<file path="src/rf_tx_pkg.sv">
// Package: register map, field positions and types of the RF transmit status and coding block
package rf_tx_pkg;

    // ------------------------------------------------------------------
    // Register map
    // ------------------------------------------------------------------
    localparam logic [3:0] ADDR_STATUS_CTRL = 4'h0;  // rf_status_and_control
    localparam logic [3:0] ADDR_ZERO_HIGH   = 4'h1;  // fsk_zero_div_high (page 0)
    localparam logic [3:0] ADDR_ZERO_LOW    = 4'h2;  // fsk_zero_div_low_and_coding (page 0)
    localparam logic [3:0] ADDR_PAGE        = 4'h3;  // register_page_select
    localparam logic [3:0] ADDR_IRQ_STATUS  = 4'h4;  // sticky event status, write one to clear
    localparam logic [3:0] ADDR_IRQ_MASK    = 4'h5;  // event mask, one passes the event

    // ------------------------------------------------------------------
    // Field positions of rf_status_and_control
    // ------------------------------------------------------------------
    localparam int BIT_DONE   = 7;
    localparam int BIT_ERROR  = 6;
    localparam int BIT_LOWV   = 5;
    localparam int BIT_ACK    = 4;
    localparam int BIT_IRQEN  = 3;
    localparam int BIT_LVDEN  = 2;
    localparam int BIT_READY  = 1;
    localparam int BIT_RESET  = 0;

    // Field positions of fsk_zero_div_low_and_coding
    localparam int BIT_POL    = 2;
    localparam int FRAC_W     = 13;
    localparam int FRAC_LO_W  = 5;

    // ------------------------------------------------------------------
    // Constants and reset values
    // ------------------------------------------------------------------
    localparam logic [7:0]  BYTE_ZERO    = 8'h00;
    localparam logic [12:0] FRAC_RESET   = 13'h0000;
    localparam logic [4:0]  RATIO_BASE   = 5'h0C;  // Integer part 12
    localparam logic [4:0]  RATIO_CF_ADD = 5'h04;  // Plus 4 with carrier_band_select
    localparam int          FRAC_DEN     = 8192;
    localparam real         FRAC_STEP_KHZ = 3.17;

    // Encoding and source selection
    typedef enum logic [1:0] {
        CODE_MANCHESTER = 2'b00,
        CODE_BIPHASE    = 2'b01,
        CODE_NRZ        = 2'b10,
        CODE_MCU_DIRECT = 2'b11
    } coding_type;

    // Interrupt event bits in the status and mask registers
    localparam int EV_DONE  = 0;
    localparam int EV_ERROR = 1;
    localparam int EV_LOWV  = 2;
    localparam int EV_W     = 3;

    // Coding configuration handed to the modulator
    typedef struct packed {
        logic [12:0] fsk_zero_fraction;
        logic        data_polarity;
        coding_type  coding;
        logic [4:0]  ratio_integer;
    } coding_cfg_type;

    // Events from the transmit engine and analog side
    typedef struct packed {
        logic tx_done;      // Buffer-mode frame sequence finished, send request cleared
        logic tx_error;     // Error detected in a transmission
        logic lowvolt_trip; // Supply fell below the falling threshold
        logic pll_locked;   // XCO, VCO and PLL started and locked
    } radio_event_type;

endpackage : rf_tx_pkg

</file>
<file path="src/rf_tx_status_and_encoding_ctrl.sv">
// Status, interrupt and FSK zero-divider / encoding control registers of the RF transmitter
//
// Contract
// - Done flag bit 7 read-only, set on clean buffer-mode finish, writes ignored.
// - All three flags clear on acknowledge write, reset-bit write, or module reset.
// - Error flag bit 6 read-only, sticky after any transmission error.
// - Low-voltage flag bit 5 sets on trip while enable on, sticky.
// - Writing one to acknowledge bit 4 clears all flags; zero does nothing.
// - Interrupt enable bit 3 gates flags onto request; module reset clears it.
// - Bit 2 enables low-voltage detector and routes trips; module reset clears.
// - Ready bit 1 reads one only when oscillator and PLL locked.
// - Writing one to bit 0 resets the radio unit; reads zero.
// - Divider registers reachable only while page select is zero.
// - Fraction bits 12:5 in high register, bits 4:0 in low register 7:3.
// - Data zero ratio is 12 plus 4 times carrier select plus fraction/8192.
// - Fraction cleared by module reset; one step is nominally 3.17 kHz.
// - Polarity bit 2 inverts NRZ and direct data, picks coding variant.
// - Coding 00 Manchester, 01 Bi-Phase, 10 NRZ, 11 direct data bit.
// - Coding field returns to Manchester on module reset.
// - With frame delay zero, done sets after last frame of message.
//
// Local design decisions: the address-and-strobe port and the register addresses.
module rf_tx_status_and_encoding_ctrl
    import rf_tx_pkg::*;
(
    input  wire logic            mclk,
    input  wire logic            rst,
    input  wire logic [3:0]      addr,
    input  wire logic [7:0]      wdata,
    input  wire logic            wr,
    input  wire logic            rd,
    output logic      [7:0]      rdata,
    input  wire radio_event_type radio_event,
    input  wire logic            carrier_band_select,
    input  wire logic            frame_irq_delay,
    input  wire logic            tx_busy,
    input  wire logic            mcu_data_bit,
    output coding_cfg_type       coding_cfg,
    output logic                 radio_data_out,
    output logic                 radio_unit_reset,
    output logic                 rf_lowvolt_enable,
    output logic                 irq
);

    // ------------------------------------------------------------------
    // Storage
    // ------------------------------------------------------------------
    logic              tx_done_flag;
    logic              tx_error_flag;
    logic              rf_lowvolt_flag;
    logic              rf_irq_enable;
    logic              ready_to_transmit;
    logic              register_page_select;
    logic [FRAC_W-1:0] fsk_zero_fraction;
    logic              data_polarity;
    coding_type        coding;
    logic [EV_W-1:0]   irq_status;
    logic [EV_W-1:0]   irq_mask;
    logic [EV_W-1:0]   events;
    logic              wr_ctrl;
    logic              flag_clear;
    logic              page0;
    logic              unit_rst;
    logic              buffer_mode;

    // ------------------------------------------------------------------
    // Decode
    // ------------------------------------------------------------------
    // Divider registers disappear while page one is selected
    assign page0      = ~register_page_select;
    assign wr_ctrl    = wr && (addr == ADDR_STATUS_CTRL);
    // Acknowledge and reset-bit writes both sweep the flags
    assign flag_clear = wr_ctrl && (wdata[BIT_ACK] || wdata[BIT_RESET]);
    // Module reset is the one-cycle self-clearing pulse only; the async reset is handled separately
    assign unit_rst   = radio_unit_reset;
    // Done only means something while data comes from the buffer
    assign buffer_mode = (coding != CODE_MCU_DIRECT);

    // Self-clearing radio reset pulse; an MCU reset only clears the pulse
    always_ff @(posedge mclk or posedge rst) begin
        if (rst) begin
            radio_unit_reset <= 1'b0;
        end else begin
            radio_unit_reset <= wr_ctrl && wdata[BIT_RESET];
        end
    end

    // ------------------------------------------------------------------
    // Status flags
    // ------------------------------------------------------------------
    // Done only counts outside busy transmit; a set beats a same-cycle clear
    always_ff @(posedge mclk or posedge rst) begin
        if (rst) begin
            tx_done_flag <= 1'b0;
        end else if (unit_rst) begin
            tx_done_flag <= 1'b0;
        end else if (radio_event.tx_done && !tx_busy && buffer_mode) begin
            tx_done_flag <= 1'b1;
        end else if (flag_clear || tx_busy || !buffer_mode) begin
            tx_done_flag <= 1'b0;
        end
    end

    // Error flag is sticky across transmissions until acknowledged
    always_ff @(posedge mclk or posedge rst) begin
        if (rst) begin
            tx_error_flag <= 1'b0;
        end else if (unit_rst) begin
            tx_error_flag <= 1'b0;
        end else if (radio_event.tx_error) begin
            tx_error_flag <= 1'b1;
        end else if (flag_clear) begin
            tx_error_flag <= 1'b0;
        end
    end

    // Trips only count while the detector is enabled
    always_ff @(posedge mclk or posedge rst) begin
        if (rst) begin
            rf_lowvolt_flag <= 1'b0;
        end else if (unit_rst) begin
            rf_lowvolt_flag <= 1'b0;
        end else if (radio_event.lowvolt_trip && rf_lowvolt_enable) begin
            rf_lowvolt_flag <= 1'b1;
        end else if (flag_clear) begin
            rf_lowvolt_flag <= 1'b0;
        end
    end

    // Ready follows lock; module reset forces it low for a cycle
    always_ff @(posedge mclk or posedge rst) begin
        if (rst) begin
            ready_to_transmit <= 1'b0;
        end else if (unit_rst) begin
            ready_to_transmit <= 1'b0;
        end else begin
            ready_to_transmit <= radio_event.pll_locked;
        end
    end

    // ------------------------------------------------------------------
    // Control bits
    // ------------------------------------------------------------------
    always_ff @(posedge mclk or posedge rst) begin
        if (rst) begin
            rf_irq_enable     <= 1'b0;
            rf_lowvolt_enable <= 1'b0;
        end else if (unit_rst) begin
            rf_irq_enable     <= 1'b0;
            rf_lowvolt_enable <= 1'b0;
        end else if (wr_ctrl && !wdata[BIT_RESET]) begin
            rf_irq_enable     <= wdata[BIT_IRQEN];
            rf_lowvolt_enable <= wdata[BIT_LVDEN];
        end
    end

    // Page select lives outside the radio reset so software keeps its view
    always_ff @(posedge mclk or posedge rst) begin
        if (rst) begin
            register_page_select <= 1'b0;
        end else if (wr && addr == ADDR_PAGE) begin
            register_page_select <= wdata[0];
        end
    end

    // ------------------------------------------------------------------
    // Divider fraction and coding
    // ------------------------------------------------------------------
    always_ff @(posedge mclk or posedge rst) begin
        if (rst) begin
            fsk_zero_fraction <= FRAC_RESET;
            data_polarity     <= 1'b0;
            coding            <= CODE_MANCHESTER;
        end else if (unit_rst) begin
            fsk_zero_fraction <= FRAC_RESET;
            data_polarity     <= 1'b0;
            coding            <= CODE_MANCHESTER;
        end else if (wr && page0 && addr == ADDR_ZERO_HIGH) begin
            fsk_zero_fraction[FRAC_W-1:FRAC_LO_W] <= wdata;
        end else if (wr && page0 && addr == ADDR_ZERO_LOW) begin
            fsk_zero_fraction[FRAC_LO_W-1:0] <= wdata[7:3];
            data_polarity                    <= wdata[BIT_POL];
            coding                           <= coding_type'(wdata[1:0]);
        end
    end

    // Ratio integer; the fraction over FRAC_DEN, one step about FRAC_STEP_KHZ
    always_comb begin
        coding_cfg.fsk_zero_fraction = fsk_zero_fraction;
        coding_cfg.data_polarity     = data_polarity;
        coding_cfg.coding            = coding;
        coding_cfg.ratio_integer     = carrier_band_select ?
                                       RATIO_BASE + RATIO_CF_ADD : RATIO_BASE;
    end

    // Direct mode drives the software bit, polarity inverts it
    always_ff @(posedge mclk or posedge rst) begin
        if (rst) begin
            radio_data_out <= 1'b0;
        end else if (coding == CODE_MCU_DIRECT) begin
            radio_data_out <= mcu_data_bit ^ data_polarity;
        end else begin
            radio_data_out <= 1'b0;
        end
    end

    // ------------------------------------------------------------------
    // Interrupt: sticky status, mask, level output
    // ------------------------------------------------------------------
    assign events = {rf_lowvolt_flag, tx_error_flag, tx_done_flag};

    // Any flag that is high sets its sticky status bit; set wins over write-one clear
    always_ff @(posedge mclk or posedge rst) begin
        if (rst) begin
            irq_status <= '0;
        end else if (unit_rst) begin
            irq_status <= '0;
        end else begin
            for (int i = 0; i < EV_W; i++) begin
                if (events[i]) begin
                    irq_status[i] <= 1'b1;
                end else if (wr && addr == ADDR_IRQ_STATUS && wdata[i]) begin
                    irq_status[i] <= 1'b0;
                end
            end
        end
    end

    // Mask defaults to all events passing so the enable bit alone suffices
    always_ff @(posedge mclk or posedge rst) begin
        if (rst) begin
            irq_mask <= '1;
        end else if (wr && addr == ADDR_IRQ_MASK) begin
            irq_mask <= wdata[EV_W-1:0];
        end
    end

    // Level request while enabled and an unmasked flag is up with its status bit set
    assign irq = rf_irq_enable && |(irq_status & irq_mask & events);

    // ------------------------------------------------------------------
    // Read path, data one cycle after the strobe
    // ------------------------------------------------------------------
    always_ff @(posedge mclk or posedge rst) begin
        if (rst) begin
            rdata <= BYTE_ZERO;
        end else if (rd) begin
            case (addr)
                ADDR_STATUS_CTRL: rdata <= {tx_done_flag, tx_error_flag, rf_lowvolt_flag,
                                            1'b0, rf_irq_enable, rf_lowvolt_enable,
                                            ready_to_transmit, 1'b0};
                ADDR_ZERO_HIGH:   rdata <= page0 ? fsk_zero_fraction[FRAC_W-1:FRAC_LO_W]
                                                 : BYTE_ZERO;
                ADDR_ZERO_LOW:    rdata <= page0 ? {fsk_zero_fraction[FRAC_LO_W-1:0],
                                                    data_polarity, coding} : BYTE_ZERO;
                ADDR_PAGE:        rdata <= {7'h00, register_page_select};
                ADDR_IRQ_STATUS:  rdata <= {5'h00, irq_status};
                ADDR_IRQ_MASK:    rdata <= {5'h00, irq_mask};
                default:          rdata <= BYTE_ZERO;
            endcase
        end else begin
            rdata <= BYTE_ZERO;
        end
    end
endmodule : rf_tx_status_and_encoding_ctrl

</file>
<file path="config.mk">
export PLATFORM = sky130hd
export DESIGN_NAME = rf_tx_status_and_encoding_ctrl
export DESIGN_NICKNAME = d
export VERILOG_FILES = /design/src/rf_tx_pkg.sv /design/src/rf_tx_status_and_encoding_ctrl.sv
export SDC_FILE = /design/constraint.sdc
export NUM_CORES = 1
export LEC_CHECK = 0
export BUFFER_PORTS_ARGS = -buffer_cell sky130_fd_sc_hd__clkbuf_2
export CAP_MARGIN = 0
export CORE_MARGIN = 8
export CORE_UTILIZATION = 50
export DETAILED_ROUTE_END_ITERATION = 6
export PLACE_DENSITY = 0.79
export SLEW_MARGIN = 40
export SYNTH_ARGS = -nofsm -noshare
export SYNTH_HDL_FRONTEND = slang
export SYNTH_SLANG_ARGS = --single-unit
</file>
<file path="constraint.sdc">
create_clock -name mclk -period 2.9 [get_ports mclk]
set_input_delay 0.435 -clock mclk [delete_from_list [all_inputs] [get_ports mclk]]
set_output_delay 0.435 -clock mclk [all_outputs]
set_load 0.005 [all_outputs]
</file>
# Word level (Yosys, flattened, before mapping)

Index checks and enable logic that the tools add are counted.

$add $sub $neg: 0
Multipliers: 0
Div/mod/pow operators: 0
Order comparisons: 0
Equal/unequal tests: 8
Shift-type cells: 0
Muxes and demuxes: 36
Bitwise gates (word level): 4
Reduce and logical (&&, ||, !) cells: 35

Operator list:

| kind               | count |
|---|---|
| $pmux 8 s6         | 1 |
| $mux 8             | 4 |
| $mux 1             | 23 |
| $reduce_bool 3->1  | 6 |
| $logic_and 1x1->1  | 17 |
| $mux 5             | 3 |
| $mux 13            | 1 |
| $eq 4x2->1 const B | 2 |
| $eq 4x3->1 const B | 2 |
| $and 3x3->3        | 2 |
| $mux 2             | 3 |
| $reduce_bool 2->1  | 3 |
| $eq 4x1->1 const B | 1 |
| $logic_not 4->1    | 1 |
| $ne 2x2->1 const B | 2 |
| $logic_not 1->1    | 3 |
| $logic_or 1x1->1   | 3 |
| $mux 3             | 1 |
| $reduce_or 3->1    | 1 |
| $eq 2x2->1 const B | 1 |
| $reduce_and 2->1   | 1 |
| $not 1->1          | 1 |
| $xor 1x1->1        | 1 |

Register bits after elaboration: 39
Bits in latches: 0
Memory bits (writable): 0
ROM bits: 0
Bits of input ports: 24
Output and inout port bits: 33
Memories: 0

# Longest topological paths before layout

Depth in word-level cells: 8
Gate-level depth with buffers: 6

# Least setup slack after synthesis

OpenSTA, ideal clock, no wires.

Kind: input to register
Start point: in addr[3]
End point: reg rf_lowvolt_enable
Arrival time: 1.692 ns
Required time: 2.822 ns
Slack: 1.130 ns
Cell stages on the path: 5
Buffers on the path: 2
Cell sequence: buf_2 > or4_1 > buf_2 > or4_1 > a21oi_1

Cells in the longest elaborated chain, start to end: 4

Ends and longest elaborated chain:

| element                     | line                                  | text |
|---|---|---|
| start, declared             | rf_tx_status_and_encoding_ctrl.sv:28  | `input wire logic [3:0] addr,` |
| $logic_not 4->1             | rf_tx_status_and_encoding_ctrl.sv:71  | `assign wr_ctrl = wr && (addr == ADDR_STATUS_CTRL);` |
| $logic_and 1x1->1           | rf_tx_status_and_encoding_ctrl.sv:71  |  |
| $logic_and 1x1->1           | rf_tx_status_and_encoding_ctrl.sv:151 | `end else if (wr_ctrl && !wdata[BIT_RESET]) begin` |
| $reduce_bool 2->1 (no line) | n/a                                   |  |
| end signal, assigned        | rf_tx_status_and_encoding_ctrl.sv:153 | `rf_lowvolt_enable <= wdata[BIT_LVDEN];` |
| end, declared               | rf_tx_status_and_encoding_ctrl.sv:41  | `output logic rf_lowvolt_enable,` |

Every way passes these cells.
A chain may end at the register's enable or synchronous reset.

# Worst setup path after layout

Start point: in addr[1]
End point: reg rf_lowvolt_enable

The elaborated chain is that of the path after synthesis.

==> flow_summary.ini <==
[yosys]
async_flop_share_pct = 100.0
synth_edf_count = 0
syn_area_sq_um = 1952
ys_types = 37
synth_area_per_cell_sq_um = 9.663
ys_warn_count = 0
netlist_instances = 202
synth_flop_cell = dfrtp_1
ys_seq_area_share_pct = 50.19
synth-seq-cells = 39

[timing]
finClkSkew_ps = 4.339
setup_viol = 0
final-hold-violation-count = 0
fin_crit_sh_pct = 62.43
slew_viol_final = 0
period_needed_ps = 1811
rsz0062_at_grt = no
fmax_mhz = 552.3
tns_ps = 0

[clock_tree]
htree_levels = 2
insertion_delay_ps = 290
clk_pin_slew_ps = 80
ctsResizeCount = 0
cts_sinks = 39
ctsHoldBuffers = 0
cts_tree = done
cts_inserted_buffers = 5
post_cts_buffers = 0
clockBufferDepth = 2
root_buffer = clkbuf_8

[job]
max_cap_violations = 0

[detailed_routing]
vias = 1722
wl_um = 5101
drtAntennaViolNets = 0
drc = 0
routed_via_density = 5.877
wl_per_cell_um = 17.41
firstDrtPassIters = 4
drt_iter0_markers = 189

[final_layout]
drive_above_1_share_pct = 31.02
fill_cells = 318
final_common_cell = clkbuf_2
ff_latch_area_sq_um = 980.9
n_antenna_cell = 0
multi_input_area_sq_um = 818.3
finalNetCount = 268
syn_to_final_growth_pct = 17.44
final_cell_mix = clkbuf_2 (53), dfrtp_1 (35), a21oi_1 (25), nand3_1 (20), o21ai_0 (18)
layoutNonFillerInstCount = 293

[critical_path]
path_cells = clkbuf_2 > or4_1 > or4_1 > a21oi_1
critPathSlowestCell = or4_1
worst-path-buf-inv = 1
r2r-start = register_page_select
rrSetupSlack_ps = 1370
reg2reg_depth = 4
arrival_ps = 2020
cp_common_cell = or4_1
timing.rr.end = rdata[3]
cpPeakStageDelay_ps = 730
cp_max_fo = 20
end_kind = flip-flop
critPathTopFamily = simple AND/OR/NAND/NOR gates
crit_required_ps = 3110
start_kind = input port
worstSetupPathType = input port to flip-flop

[floorplan]
initial_core_util_pct = 52.53
core_area_sq_um = 3716
die_w_um = 78.48
die_area_sq_um = 6159
rows = 22
pin_count = 57
die_height_um = 78.48

[pwr]
pwr-share-seq_pct = 51.1
internal-power_mw = 0.9765
power_frac_clock_pct = 29.3
combPwrFrac_pct = 19.6
ir_drop_mv = 0.3258
netSwitchingFraction_pct = 29.67
p_leak_nw = 1.076
power_switching_mw = 0.4119
power_density_nw_per_um2 = 605.7

[outcome]
outcome = completed

[grt]
track_usage_pct = 17.00
overflow = 0
grt_pass1_vias = 1675
grt_max_degree = 27
antenna_found_initial = 0
grt_pass1_wl_um = 8500

[placement]
placedCellCount = 285
hpwl_um = 3652
gp_congestion = 0.8295
portBuffers = 53

[worst_hold_path]
hp-class = input port to async pin
[per-stage QoR]
step / hold slack, ps / power, mW / utilization, % / worst slack (ps) / cell area (sq um)
after floorplan: 477.5 / 0.8641 / - / 1130 / 1956
after global placement: 524.3 / 0.9806 / 58.86 / 856.2 / 2187
after detailed placement: 465.7 / 0.9906 / 58.86 / 800.5 / 2187
after CTS: 151.1 / 1.395 / 61.65 / 1001 / 2291
after global routing: 166.6 / 1.469 / 61.68 / 1058 / 2292
final: 136.5 / 1.388 / 61.68 / 1089 / 2292
[cell type report]
cell class | count | area share, %
flip-flops and latches | 39 | 42.79
multi-input cells | 130 | 35.70
repair buffers | 55 | 12.23
clock buffers | 7 | 4.203
well taps | 48 | 2.620
inverters | 13 | 2.129
clock inverters | 1 | 0.3275
[state kept, by name (all words and copies together), names as in the netlist, 2 cells and up]
signal	count
coding	2
fsk_zero_fraction	13
irq_mask	3
irq_status	3
rdata	8
[how the worst max path moves through the flow]
stage                                start                 to  slack [ps]  cells after the start
after floorplan                    addr[3]  rf_lowvolt_enable        1130                      5
after CTS                 radio_unit_reset   radio_unit_reset        1000                      1
after global placement             addr[1]  rf_lowvolt_enable         860                      4
final                              addr[1]  rf_lowvolt_enable        1090                      4
after global routing               addr[1]  rf_lowvolt_enable        1060                      4
after detailed placement           addr[1]  rf_lowvolt_enable         800                      4
[Yosys cell counts, types with 3 or more instances]
library cell   n  share of area (%)
nand3_1       20                5.1
nand3b_1       3                1.2
o21ai_0       18                4.6
nand2_1        6                1.2
dfrtp_1       36                 46
or4_1          3                1.2
a22oi_1        7                2.7
o41ai_1        3                1.3
inv_1         13                2.5
and3b_1        6                2.7
dfstp_2        3                4.0
nor3_1         3               0.77
nor2b_1        3               0.96
a21oi_1       25                6.4
o31ai_1        4                1.5
mux2_2         6                3.5
clkbuf_1      12                2.3
buf_2          3               0.77
nor2_1         3               0.58
o2bb2ai_1      4                1.8
buf_4          5                1.9
[worst reg2reg max path, stage by stage (launching register included)]
cell       delay (ps)
dfrtp_1           430
nor3_2            430
buf_4             280
nand2_1           150
o2bb2ai_1         170
[per-layer routing]
metal	track usage (%)	vias to the layer above	share of wire, %
met3	5.581	4	8.7
li1	-	814	-
met1	22.38	822	43
met5	0	-	0
met2	25.68	82	48
met4	5.556	0	0.96
[power by group through the flow]
| stage | registers [mW] | logic, mW | clock network [mW] |
|---|---|---|---|
| 5_1_grt | 0.720 | 0.305 | 0.443 |
| 3_3_place_gp | 0.714 | 0.267 | 0 |
| 6_report | 0.709 | 0.272 | 0.407 |
| 4_1_cts | 0.707 | 0.274 | 0.414 |
| 3_5_place_dp | 0.718 | 0.272 | 0 |
| 2_1_floorplan | 0.700 | 0.165 | 0 |
[cells by family after synthesis]
| logic type | Yosys count | synth area share [%] |
|---|---|---|
| and+or+nand+nor | 52 | 15.77 |
| buffers and inverters | 34 | 8.077 |
| DFF | 39 | 50.19 |
| xor gates and xnor gates | 1 | 0.4488 |
| AOI/OAI and AO/OA | 68 | 21.35 |
| muxes | 7 | 3.974 |
| other | 1 | 0.1921 |
(Power assumes the default switching activity.)
